$ cat config.mk
export PLATFORM = sky130hd
export DESIGN_NAME = pxr_read_fwd
export DESIGN_NICKNAME = d
export VERILOG_FILES = /design/src/hw/pxr_pkg.sv /design/src/hw/pxr_res_if.sv /design/src/hw/pxr_read_fwd.sv /design/src/hw/pxr_res_pool.sv
export VERILOG_INCLUDE_DIRS = /design/src /design/src/hw
export SDC_FILE = /design/constraint.sdc
export NUM_CORES = 1
export LEC_CHECK = 0
export BUFFER_PORTS_ARGS = -buffer_cell sky130_fd_sc_hd__buf_2
export CORE_ASPECT_RATIO = 1.4
export CORE_MARGIN = 1.5
export CORE_UTILIZATION = 41
export CTS_CLUSTER_SIZE = 14
export DETAILED_ROUTE_END_ITERATION = 8
export PLACE_DENSITY = 0.64
export SYNTH_ARGS = -nofsm -noshare
export SYNTH_HDL_FRONTEND = slang
export SYNTH_SLANG_ARGS = --single-unit
export TNS_END_PERCENT = 1
$ cat constraint.sdc
create_clock -name CLK_IN -period 10.5 [get_ports CLK_IN]
set_clock_uncertainty 0.2 [all_clocks]
set_input_delay 0.525 -clock CLK_IN [delete_from_list [all_inputs] [get_ports CLK_IN]]
set_output_delay 0.525 -clock CLK_IN [all_outputs]
set_load 0.03 [all_outputs]
$ cat src/hw/pxr_consts.svh
// Functional notes
// - Forwarded read address has low bits zero.
// - Burst crossing 1 MB: fetch, disconnect, refetch.
// - First completion ends at boundary, flag set.
// - Count altered flag only on burst completions.
// - Single word read retired after one phase.
// - Zero byte count means 4 KB, split.
// - Burst reads forwarded as memory read multiple.
// - No free split resource: retry new requests.
// - Boundary check uses byte start address.
// - Second count is original minus delivered, nonnegative.
// - Free only the completed transaction's buffer space.
// - First completion: right data, short count, flag.
// - Each request gets its completions, one resource.
`ifndef PXR_CONSTS_SVH
`define PXR_CONSTS_SVH

`define PXR_SPLIT_SLOTS 3'h4
`define PXR_MB_SPAN 21'h100000
`define PXR_MB_MSB 31
`define PXR_MB_LSB 20
`define PXR_BC_FULL 13'h1000
`define PXR_BC_ZERO 12'h000
`define PXR_CMD_READ_MULTI 4'hC
`define PXR_CMD_READ 4'h6
`define PXR_LOW_ZERO 2'h0

`endif

$ cat src/hw/pxr_pkg.sv
package pxr_pkg;

  typedef logic [31:0] pxr_addr_t;
  typedef logic [12:0] pxr_count_t;

  typedef enum logic [1:0] {
    PXR_ST_IDLE = 2'b00,
    PXR_ST_PCI = 2'b01,
    PXR_ST_CPL = 2'b10
  } pxr_state_t;

endpackage

$ cat src/hw/pxr_res_if.sv
`timescale 1ns/10ps
`default_nettype none

// Split-transaction resource pool handshake between engine and pool.
interface pxr_res_if;
  logic reserve;
  logic release_slot;
  logic avail;

  modport owner (
    output reserve,
    output release_slot,
    input avail
  );

  modport pool (
    input reserve,
    input release_slot,
    output avail
  );
endinterface

`default_nettype wire

$ cat src/hw/pxr_read_fwd.sv
`timescale 1ns/10ps
`default_nettype none
`include "pxr_consts.svh"

module pxr_read_fwd (
  // Clock and reset
  input wire logic CLK_IN,
  input wire logic RESET_N_IN,
  // Split read request from the requester
  input wire logic REQ_VALID_IN,
  input wire pxr_pkg::pxr_addr_t REQ_ADDR_IN,
  input wire logic [11:0] REQ_COUNT_IN,
  input wire logic REQ_BURST_IN,
  input wire logic [4:0] REQ_TAG_IN,
  output logic REQ_SPLIT_OUT,
  output logic REQ_RETRY_OUT,
  // Read on the conventional bus
  output logic PCI_REQ_OUT,
  output pxr_pkg::pxr_addr_t PCI_ADDR_OUT,
  output logic [3:0] PCI_CMD_OUT,
  output pxr_pkg::pxr_count_t PCI_COUNT_OUT,
  input wire logic PCI_DONE_IN,
  // Split completion toward the requester
  output logic CPL_VALID_OUT,
  output logic [4:0] CPL_TAG_OUT,
  output pxr_pkg::pxr_count_t CPL_COUNT_OUT,
  output logic CPL_BCM_OUT,
  output logic CPL_FINAL_OUT,
  input wire logic CPL_READY_IN,
  // Completion buffer release
  output logic BUF_FREE_OUT,
  output pxr_pkg::pxr_count_t BUF_FREE_COUNT_OUT
);
  import pxr_pkg::*;

  pxr_state_t state_reg;
  pxr_addr_t addr_reg;
  pxr_count_t total_reg;
  pxr_count_t first_reg;
  logic burst_reg;
  logic second_reg;
  logic second_pending_reg;

  pxr_count_t req_total;
  logic [20:0] to_boundary;
  logic crosses;
  pxr_count_t req_first;
  pxr_count_t remain;
  pxr_addr_t next_boundary;
  logic cpl_take;

  pxr_res_if res_if ();

  pxr_res_pool u_pool (
    .clk(CLK_IN),
    .reset_n(RESET_N_IN),
    .res(res_if.pool)
  );

  assign req_total = (REQ_COUNT_IN == `PXR_BC_ZERO) ? `PXR_BC_FULL : {1'b0, REQ_COUNT_IN};
  assign to_boundary = `PXR_MB_SPAN - {1'b0, REQ_ADDR_IN[`PXR_MB_LSB-1:0]};
  assign crosses = REQ_BURST_IN && ({8'h00, req_total} > to_boundary);
  assign req_first = crosses ? to_boundary[12:0] : req_total;
  assign remain = (total_reg > first_reg) ? total_reg - first_reg : 13'h0000;
  assign next_boundary = {addr_reg[`PXR_MB_MSB:`PXR_MB_LSB] + 12'h001, 20'h00000};
  assign cpl_take = CPL_VALID_OUT && CPL_READY_IN;

  assign res_if.reserve = (state_reg == PXR_ST_IDLE) && REQ_VALID_IN && res_if.avail;
  assign res_if.release_slot = cpl_take && CPL_FINAL_OUT;

  always_ff @(posedge CLK_IN) begin
    if (!RESET_N_IN) begin
      REQ_SPLIT_OUT <= 1'b0;
      REQ_RETRY_OUT <= 1'b0;
    end else begin
      REQ_SPLIT_OUT <= res_if.reserve;
      REQ_RETRY_OUT <= REQ_VALID_IN && !res_if.reserve;
    end
  end

  always_ff @(posedge CLK_IN) begin
    if (!RESET_N_IN) begin
      state_reg <= PXR_ST_IDLE;
      addr_reg <= 32'h00000000;
      total_reg <= 13'h0000;
      first_reg <= 13'h0000;
      burst_reg <= 1'b0;
      second_reg <= 1'b0;
      second_pending_reg <= 1'b0;
    end else begin
      unique case (state_reg)
        PXR_ST_IDLE: begin
          if (res_if.reserve) begin
            state_reg <= PXR_ST_PCI;
            addr_reg <= REQ_ADDR_IN;
            total_reg <= req_total;
            first_reg <= req_first;
            burst_reg <= REQ_BURST_IN;
            second_reg <= 1'b0;
            second_pending_reg <= crosses;
          end
        end
        PXR_ST_PCI: begin
          if (PCI_DONE_IN) begin
            state_reg <= PXR_ST_CPL;
          end
        end
        PXR_ST_CPL: begin
          if (cpl_take) begin
            if (second_pending_reg) begin
              state_reg <= PXR_ST_PCI;
              addr_reg <= next_boundary;
              second_reg <= 1'b1;
              second_pending_reg <= 1'b0;
            end else begin
              state_reg <= PXR_ST_IDLE;
            end
          end
        end
        default: begin
          state_reg <= PXR_ST_IDLE;
        end
      endcase
    end
  end

  always_ff @(posedge CLK_IN) begin
    if (!RESET_N_IN) begin
      PCI_REQ_OUT <= 1'b0;
      PCI_ADDR_OUT <= 32'h00000000;
      PCI_CMD_OUT <= `PXR_CMD_READ;
      PCI_COUNT_OUT <= 13'h0000;
    end else if (state_reg == PXR_ST_IDLE && res_if.reserve) begin
      PCI_REQ_OUT <= 1'b1;
      PCI_ADDR_OUT <= {REQ_ADDR_IN[31:2], `PXR_LOW_ZERO};
      PCI_CMD_OUT <= REQ_BURST_IN ? `PXR_CMD_READ_MULTI : `PXR_CMD_READ;
      PCI_COUNT_OUT <= req_first;
    end else if (state_reg == PXR_ST_CPL && cpl_take && second_pending_reg) begin
      PCI_REQ_OUT <= 1'b1;
      PCI_ADDR_OUT <= next_boundary;
      PCI_COUNT_OUT <= remain;
    end else if (PCI_DONE_IN) begin
      PCI_REQ_OUT <= 1'b0;
    end
  end

  always_ff @(posedge CLK_IN) begin
    if (!RESET_N_IN) begin
      CPL_VALID_OUT <= 1'b0;
      CPL_COUNT_OUT <= 13'h0000;
      CPL_BCM_OUT <= 1'b0;
      CPL_FINAL_OUT <= 1'b0;
    end else if (state_reg == PXR_ST_PCI && PCI_DONE_IN) begin
      CPL_VALID_OUT <= 1'b1;
      CPL_COUNT_OUT <= second_reg ? remain : first_reg;
      CPL_BCM_OUT <= burst_reg && second_pending_reg;
      CPL_FINAL_OUT <= !second_pending_reg;
    end else if (cpl_take) begin
      CPL_VALID_OUT <= 1'b0;
      CPL_FINAL_OUT <= 1'b0;
      CPL_BCM_OUT <= 1'b0;
    end
  end

  always_ff @(posedge CLK_IN) begin
    if (!RESET_N_IN) begin
      CPL_TAG_OUT <= 5'h00;
    end else if (res_if.reserve) begin
      CPL_TAG_OUT <= REQ_TAG_IN;
    end
  end

  always_ff @(posedge CLK_IN) begin
    if (!RESET_N_IN) begin
      BUF_FREE_OUT <= 1'b0;
      BUF_FREE_COUNT_OUT <= 13'h0000;
    end else begin
      BUF_FREE_OUT <= cpl_take;
      BUF_FREE_COUNT_OUT <= cpl_take ? CPL_COUNT_OUT : 13'h0000;
    end
  end
endmodule

`default_nettype wire

$ cat src/hw/pxr_res_pool.sv
`timescale 1ns/10ps
`default_nettype none
`include "pxr_consts.svh"

module pxr_res_pool (
  input wire logic clk,
  input wire logic reset_n,
  pxr_res_if.pool res
);
  import pxr_pkg::*;

  logic [2:0] free_reg;

  assign res.avail = (free_reg != 3'h0);

  always_ff @(posedge clk) begin
    if (!reset_n) begin
      free_reg <= `PXR_SPLIT_SLOTS;
    end else if (res.reserve && !res.release_slot) begin
      free_reg <= free_reg - 3'h1;
    end else if (res.release_slot && !res.reserve) begin
      free_reg <= free_reg + 3'h1;
    end
  end
endmodule

`default_nettype wire

======== After elaboration in Yosys (flattened, before gate mapping) ========
Cells that the tools add are included.
operators by class
  order comparisons ....................... 2
  equality and inequality tests ........... 6
  divide/modulo/power cells ............... 0
  reduce and logical (&&, ||, !) cells .... 29
  $mul .................................... 0
  shifts and indexed selects .............. 0
  multiplexer cells ....................... 33
  bitwise operators ....................... 0
  add/sub/neg operators ................... 5
operators by type and width
  operator                                             number
  2-to-1 mux 32 bit                                    5
  2-to-1 mux 13 bit                                    6
  case mux 32 bit (2 select lines)                     1
  > comparator 13 x 21 -> 1 bit                        1
  subtractor 21 x 20 -> 21 bit (first input constant)  1
  > comparator 13 bit                                  1
  logical AND 1 bit                                    13
  subtractor 13 bit                                    1
  adder 12 x 1 -> 12 bit (second input constant)       1
  logical NOT 12 bit                                   1
  2-to-1 mux 1 bit                                     12
  != test 2 bit (second input constant)                4
  nonzero test 2 bit                                   4
  2-to-1 mux 2 bit                                     3
  2-to-1 mux 3 bit                                     2
  case mux 2 bit (3 select lines)                      1
  AND reduction 3 bit                                  2
  nonzero test 3 bit                                   2
  2-to-1 mux 4 bit                                     1
  case mux 1 bit (2 select lines)                      2
  AND reduction 2 bit                                  2
  AND reduction 4 bit                                  1
  adder 3 x 1 -> 3 bit (second input constant)         1
  logical NOT 1 bit                                    3
  other kinds (4)                                      4
storage, ports and cells
  memories kept ........................... 0
  latch bits .............................. 0
  bits in read-only memories .............. 0
  register bits ........................... 151
  RAM bits ................................ 0
  word-level logic and storage cells ...... 96

======== Logic depth before layout (Yosys ltp) ========
  word-level depth ........................ 7
  mapped depth ............................ 14

======== Modules after synthesis ========
A second synthesis with hierarchy kept.
unflattened totals
  cell total of the unflattened synthesis .. 787
  area total of the unflattened synthesis .. 6416.2 sq um
modules (own cells, without submodules)
  module        cells each  area an instance (sq um)  sequential area each (sq um)  instances
  pxr_read_fwd  768         6247.2                    2502.4                        1
  pxr_res_pool  19          168.9                     60.1                          1

======== Worst setup path before layout ========
Ideal clock, no wire load.
  path kind ............................... input to register
  start point ............................. in REQ_ADDR_IN[5]
  end point ............................... reg first_reg[12]
  stages .................................. 13
  data required time ...................... 10.234 ns
  buffers on the path ..................... 1
  arrival time ............................ 3.419 ns
  slack ................................... 6.815 ns
  path through ............................ nor4_4 > nand2_1 > nor4b_1 > xor2_1 > ha_1 > nand4_1 > or3_1 > a21o_1 > a31o_2 > buf_2 > nor2_4 > mux2_4 > a21oi_2
on the way
  cells in the longest elaborated chain, start to end .. 4
RTL lines
  element                                            line                source
  start: declaration                                 pxr_read_fwd.sv:11  input wire pxr_pkg::pxr_addr_t REQ_ADDR_IN,
  subtractor 21 x 20 -> 21 bit (no source line) (*)  n/a
  > comparator 13 x 21 -> 1 bit                      pxr_read_fwd.sv:62  assign crosses = REQ_BURST_IN && ({8'h00, req_total} > to_boundary);
  logical AND 1 bit                                  pxr_read_fwd.sv:62
  2-to-1 mux 13 bit (*)                              pxr_read_fwd.sv:63  assign req_first = crosses ? to_boundary[12:0] : req_total;
  end signal: assignment                             pxr_read_fwd.sv:97  first_reg <= req_first;
  end: declaration                                   pxr_read_fwd.sv:39  pxr_count_t first_reg;
Mark *: on every way between the ends. The rest lies on a longest branch, timed or not.
A chain may end at the register's enable or synchronous reset.

======== Final worst setup path ========
  start point ............................. in REQ_ADDR_IN[5]
  end point ............................... reg PCI_COUNT_OUT[4]
on the way
  cells in the longest elaborated chain, start to end .. 5
RTL lines
  element                                        line                 source
  subtractor 21 x 20 -> 21 bit (no source line)  n/a
  > comparator 13 x 21 -> 1 bit                  pxr_read_fwd.sv:62
  logical AND 1 bit                              pxr_read_fwd.sv:62
  2-to-1 mux 13 bit                              pxr_read_fwd.sv:63
  2-to-1 mux 13 bit                              pxr_read_fwd.sv:133  end else if (state_reg == PXR_ST_IDLE && res_if.reserve) begin
  end signal: assignment                         pxr_read_fwd.sv:137  PCI_COUNT_OUT <= req_first;
  end signal: assignment                         pxr_read_fwd.sv:141  PCI_COUNT_OUT <= remain;
  end: declaration                               pxr_read_fwd.sv:21   output pxr_pkg::pxr_count_t PCI_COUNT_OUT,
No other way between the ends.

==> summary.txt <==
Status
  – Status: finished, final reports clean

Power
  – Leak pwr: approximately 3.4 nW
  – Max VDD drop: approximately 0.12 mV
  – Clock share of power: 0.363
  – Power per standard cell area: roughly 220 mW/mm^2
  – Switching Fraction: 0.349
  – Internal power: roughly 1.1 mW
  – Switching power: 0.600 mW
  – Power Total: roughly 1.7 mW
  – Comb power frac: 0.294
  – Sequential Power Share: 0.343

Yosys
  – Ys Warns: 0
  – #FFs+latches synth: ~130
  – Number of synthesized flops with an enable pin: 0
  – Simple-gate share of the synthesized area: 0.189
  – Synthesized area per cell: between 8 and 9 sq um
  – Mux cell area share after synthesis: 0.00233
  – Main combinational cell family by area after synthesis: compound AO/OA/AOI/OAI gates
  – Synth Area in Compound Gates: 0.245
  – Netlist cell types: ~70
  – Seq/Total Area, Yosys: 0.398
  – Synth Area in XOR/XNOR: 0.0422
  – Adder-Cell Fraction of Synth Area: 0.0626
  – Gate Count Post-Synth: between 700 and 800
  – Post-synth top flop: dfxtp_1
  – Asr flop ratio synth: 0
  – Post-Syn Area: approximately 0.0064 sq mm

Setup path
  – Buf/Inv on CP: 1
  – Worst Path Required: ~11 ns
  – Crit-path max FO: 9
  – CP endpoint kind: flip-flop
  – Crit path largest cell delay: ~0.42 ns
  – Slowest CP cell: nor4_4
  – Critical path arrival: 3.89 ns
  – CP Class: input port to flip-flop
  – R2r setup slk: a little over 7 ns
  – Critical Path Start Type: input port
  – Crit path max-delay family: simple AND/OR/NAND/NOR gates
  – Crit-path cells: buf_2 > nor4_4 > nand2_1 > nor4b_1 > xor2_1 > ha_1 > nand4_1 > or3_1 > a21o_1 > a31oi_1 > nand2_2 > o31ai_1 > nor4_1

Drt
  – Residual DRC: 0
  – Routed vias/inst: 5.45
  – Vias: 6000
  – 1st-iter DRT viols: roughly 420
  – DR pass1 iterations: 5
  – Post-route ant nets: 0
  – Drt wl/cell: 16.1 um
  – WL final: 17700 um

Timing
  – Hold slack final: ~0.14 ns
  – Final setup viols: 0
  – Fin crit share: 0.365
  – Max Slew Vio Count: 0
  – Unrepaired setup endpoints after global routing: no
  – Hold Fails Final Rpt: 0
  – Tmin final: 3.83 ns
  – Setup TNS: 0 ns
  – Slew at the pin with the worst max-slew slack: roughly 1 ns
  – Slew margin rel.: 0.327
  – Final setup margin: about 6.7 ns
  – Fmax: around 260 MHz

Global routing
  – Largest net degree at the start of global routing: 74
  – Total global routing overflow: 0
  – Antenna violations before repair: 0
  – First-pass GRT wire length: 28500 um
  – Gr usage total: 0.223
  – Vias in the first global route: between 5000 and 6000

Final layout
  – Largest register FFs: 30
  – Top reg by flops: PCI_ADDR_OUT
  – NumNets Final: approximately 980
  – Area Overhead vs Synth: 21.2%
  – ANT cells: 0
  – Commonest non-fill, non-tap cell in the layout: buf_2
  – Post-route insts no fill: between 1000 and 1500
  – Most used cells in the layout excluding fill and tap cells: buf_2 (137), dfxtp_1 (128), a21oi_1 (82), nand2_1 (82), nor2_1 (73)
  – Layout cells sized above 1: 0.215
  – # fillers: between 1500 and 2000

Hold path
  – Hold Path Class: input port to flip-flop

CTS
  – Clk sinks: between 100 and 150
  – CTS Hold Bufs: 0
  – CTS buffer count: 17
  – CTS tree: yes
  – CTS Buffer Depth: 2
  – Clock slew at reported path FFs: about 0.06 ns
  – Latest clock arrival within the worst-skew pair: about 0.42 ns
  – Root Buffer: clkbuf_16
  – Post-CTS setup buffers: 0
  – Cts repair resizes: 0
  – H-tree levels: 4

Place
  – Placement Setup Slack: between 6 and 7 ns
  – DP HPWL: 12700 um
  – # port buffers: 137
  – Inst Count DP: roughly 1100
  – RePlAce Congestion: approximately 0.88

Floorplanning
  – IO Pins: 142
  – Row cnt: 54
  – Core Area: roughly 0.015 sq mm
  – Die height: 151 um
  – Die X: 109 um
  – Starting Density: 0.416
  – Die Area: approximately 0.016 sq mm

Job
  – Max-Cap Viols: 0
==> cells in the mapped netlist, types with 2 or more instances <==
master | n | area, sq um
nand4_1 | 8 | 50.1
buf_4 | 5 | 37.5
a31oi_1 | 23 | 144
o21ai_0 | 49 | 245
nand2b_1 | 7 | 43.8
a222oi_1 | 3 | 30.0
o21a_1 | 3 | 22.5
nor4_2 | 2 | 25.0
nor2b_1 | 4 | 25.0
inv_2 | 3 | 11.3
clkbuf_1 | 45 | 169
a22oi_1 | 10 | 75.1
buf_2 | 2 | 10.0
nand2_1 | 82 | 308
o221ai_1 | 4 | 35.0
or3_1 | 4 | 25.0
a211oi_1 | 5 | 37.5
buf_1 | 8 | 30.0
nand3_1 | 16 | 80.1
xnor2_1 | 16 | 140
o211ai_1 | 7 | 52.6
nand3b_1 | 2 | 15.0
a41oi_1 | 5 | 43.8
xor2_1 | 15 | 131
nor4_1 | 12 | 75.1
o21ai_1 | 9 | 45.0
a32oi_1 | 2 | 17.5
dfxtp_1 | 128 | 2560
fa_1 | 2 | 40.0
a21o_1 | 7 | 52.6
and2_1 | 14 | 87.6
and3_1 | 7 | 43.8
nor2_1 | 73 | 274
o41ai_2 | 2 | 32.5
a211o_1 | 2 | 17.5
o21bai_1 | 2 | 15.0
a22o_1 | 19 | 166
a21oi_1 | 83 | 415
o31ai_1 | 2 | 15.0
nor3_1 | 11 | 55.1
ha_1 | 29 | 363
inv_1 | 29 | 109
conb_1 | 2 | 7.51
==> cells by family (layout without fill, tap and decap cells) <==
| logic type | Yosys count | in the layout |
|---|---|---|
| and+or+nand+nor | 253 | 253 |
| AOI/OAI and AO/OA | 249 | 249 |
| adders and majority gates | 31 | 31 |
| xor gates and xnor gates | 31 | 31 |
| DFF | 128 | 128 |
| buffers and inverters | 93 | 207 |
| muxes | 1 | 1 |
| other | 2 | 4 |
==> worst register-to-register path, cell delays in order, from the launching register on <==
cell and delay (ns):
dfxtp_1 0.33, or3_1 0.38, nand3_2 0.08, buf_4 0.47
inv_2 0.05, buf_4 0.31, nor2_1 0.84, nor2_1 0.16
buf_4 0.25, a22o_1 0.20
==> layout make-up <==
type / count / area [sq um] / share of cell area
Multi-Input combinational cell: 569 / 3510 / 0.450
Sequential cell: 128 / 2560 / 0.329
Timing Repair Buffer: 144 / 738 / 0.0947
Clock buffer: 21 / 460 / 0.0591
Tap cell: 196 / 245 / 0.0315
Clock inverter: 10 / 160 / 0.0205
Inverter: 32 / 120 / 0.0154
==> metal layers <==
metal  track usage  vias up  routed length [um]
met5             0        -                   0
met4        0.0789        0                 338
met3        0.0633       25                 985
met2         0.355      183                8390
met1         0.287     2781                7990
li1              -     3011                   -
==> metrics by stage <==
| step | cell area, sq um | util |
|---|---|---|
| global placement | 7170 | 0.464 |
| floorplan | 6440 | - |
| finish | 7790 | 0.504 |
| global route | 7790 | 0.504 |
| detailed placement | 7170 | 0.464 |
| CTS | 7790 | 0.504 |
==> path summary, 6_finish.rpt <==
kind	from	to	depth (start not counted)
hold / removal	REQ_ADDR_IN[19]	PCI_ADDR_OUT[19]$_SDFFE_PN0P_	2
hold reg to reg	CPL_TAG_OUT[3]$_SDFFE_PN0P_	CPL_TAG_OUT[3]$_SDFFE_PN0P_	2
setup / recovery	REQ_ADDR_IN[5]	PCI_COUNT_OUT[4]$_SDFFE_PN0P_	13
setup reg to reg	u_pool.free_reg[0]$_SDFFE_PN0P_	PCI_ADDR_OUT[4]$_SDFFE_PN0P_	9
==> power by group through the flow <==
stage	combinational [mW]	clock, mW	sequential [mW]
global placement	0.500	0	0.600
floorplan	0.301	0	0.658
finish	0.506	0.624	0.591
detailed placement	0.503	0	0.601
global route	0.556	0.657	0.599
CTS	0.505	0.636	0.591
Power figures use the tool's default switching activity.
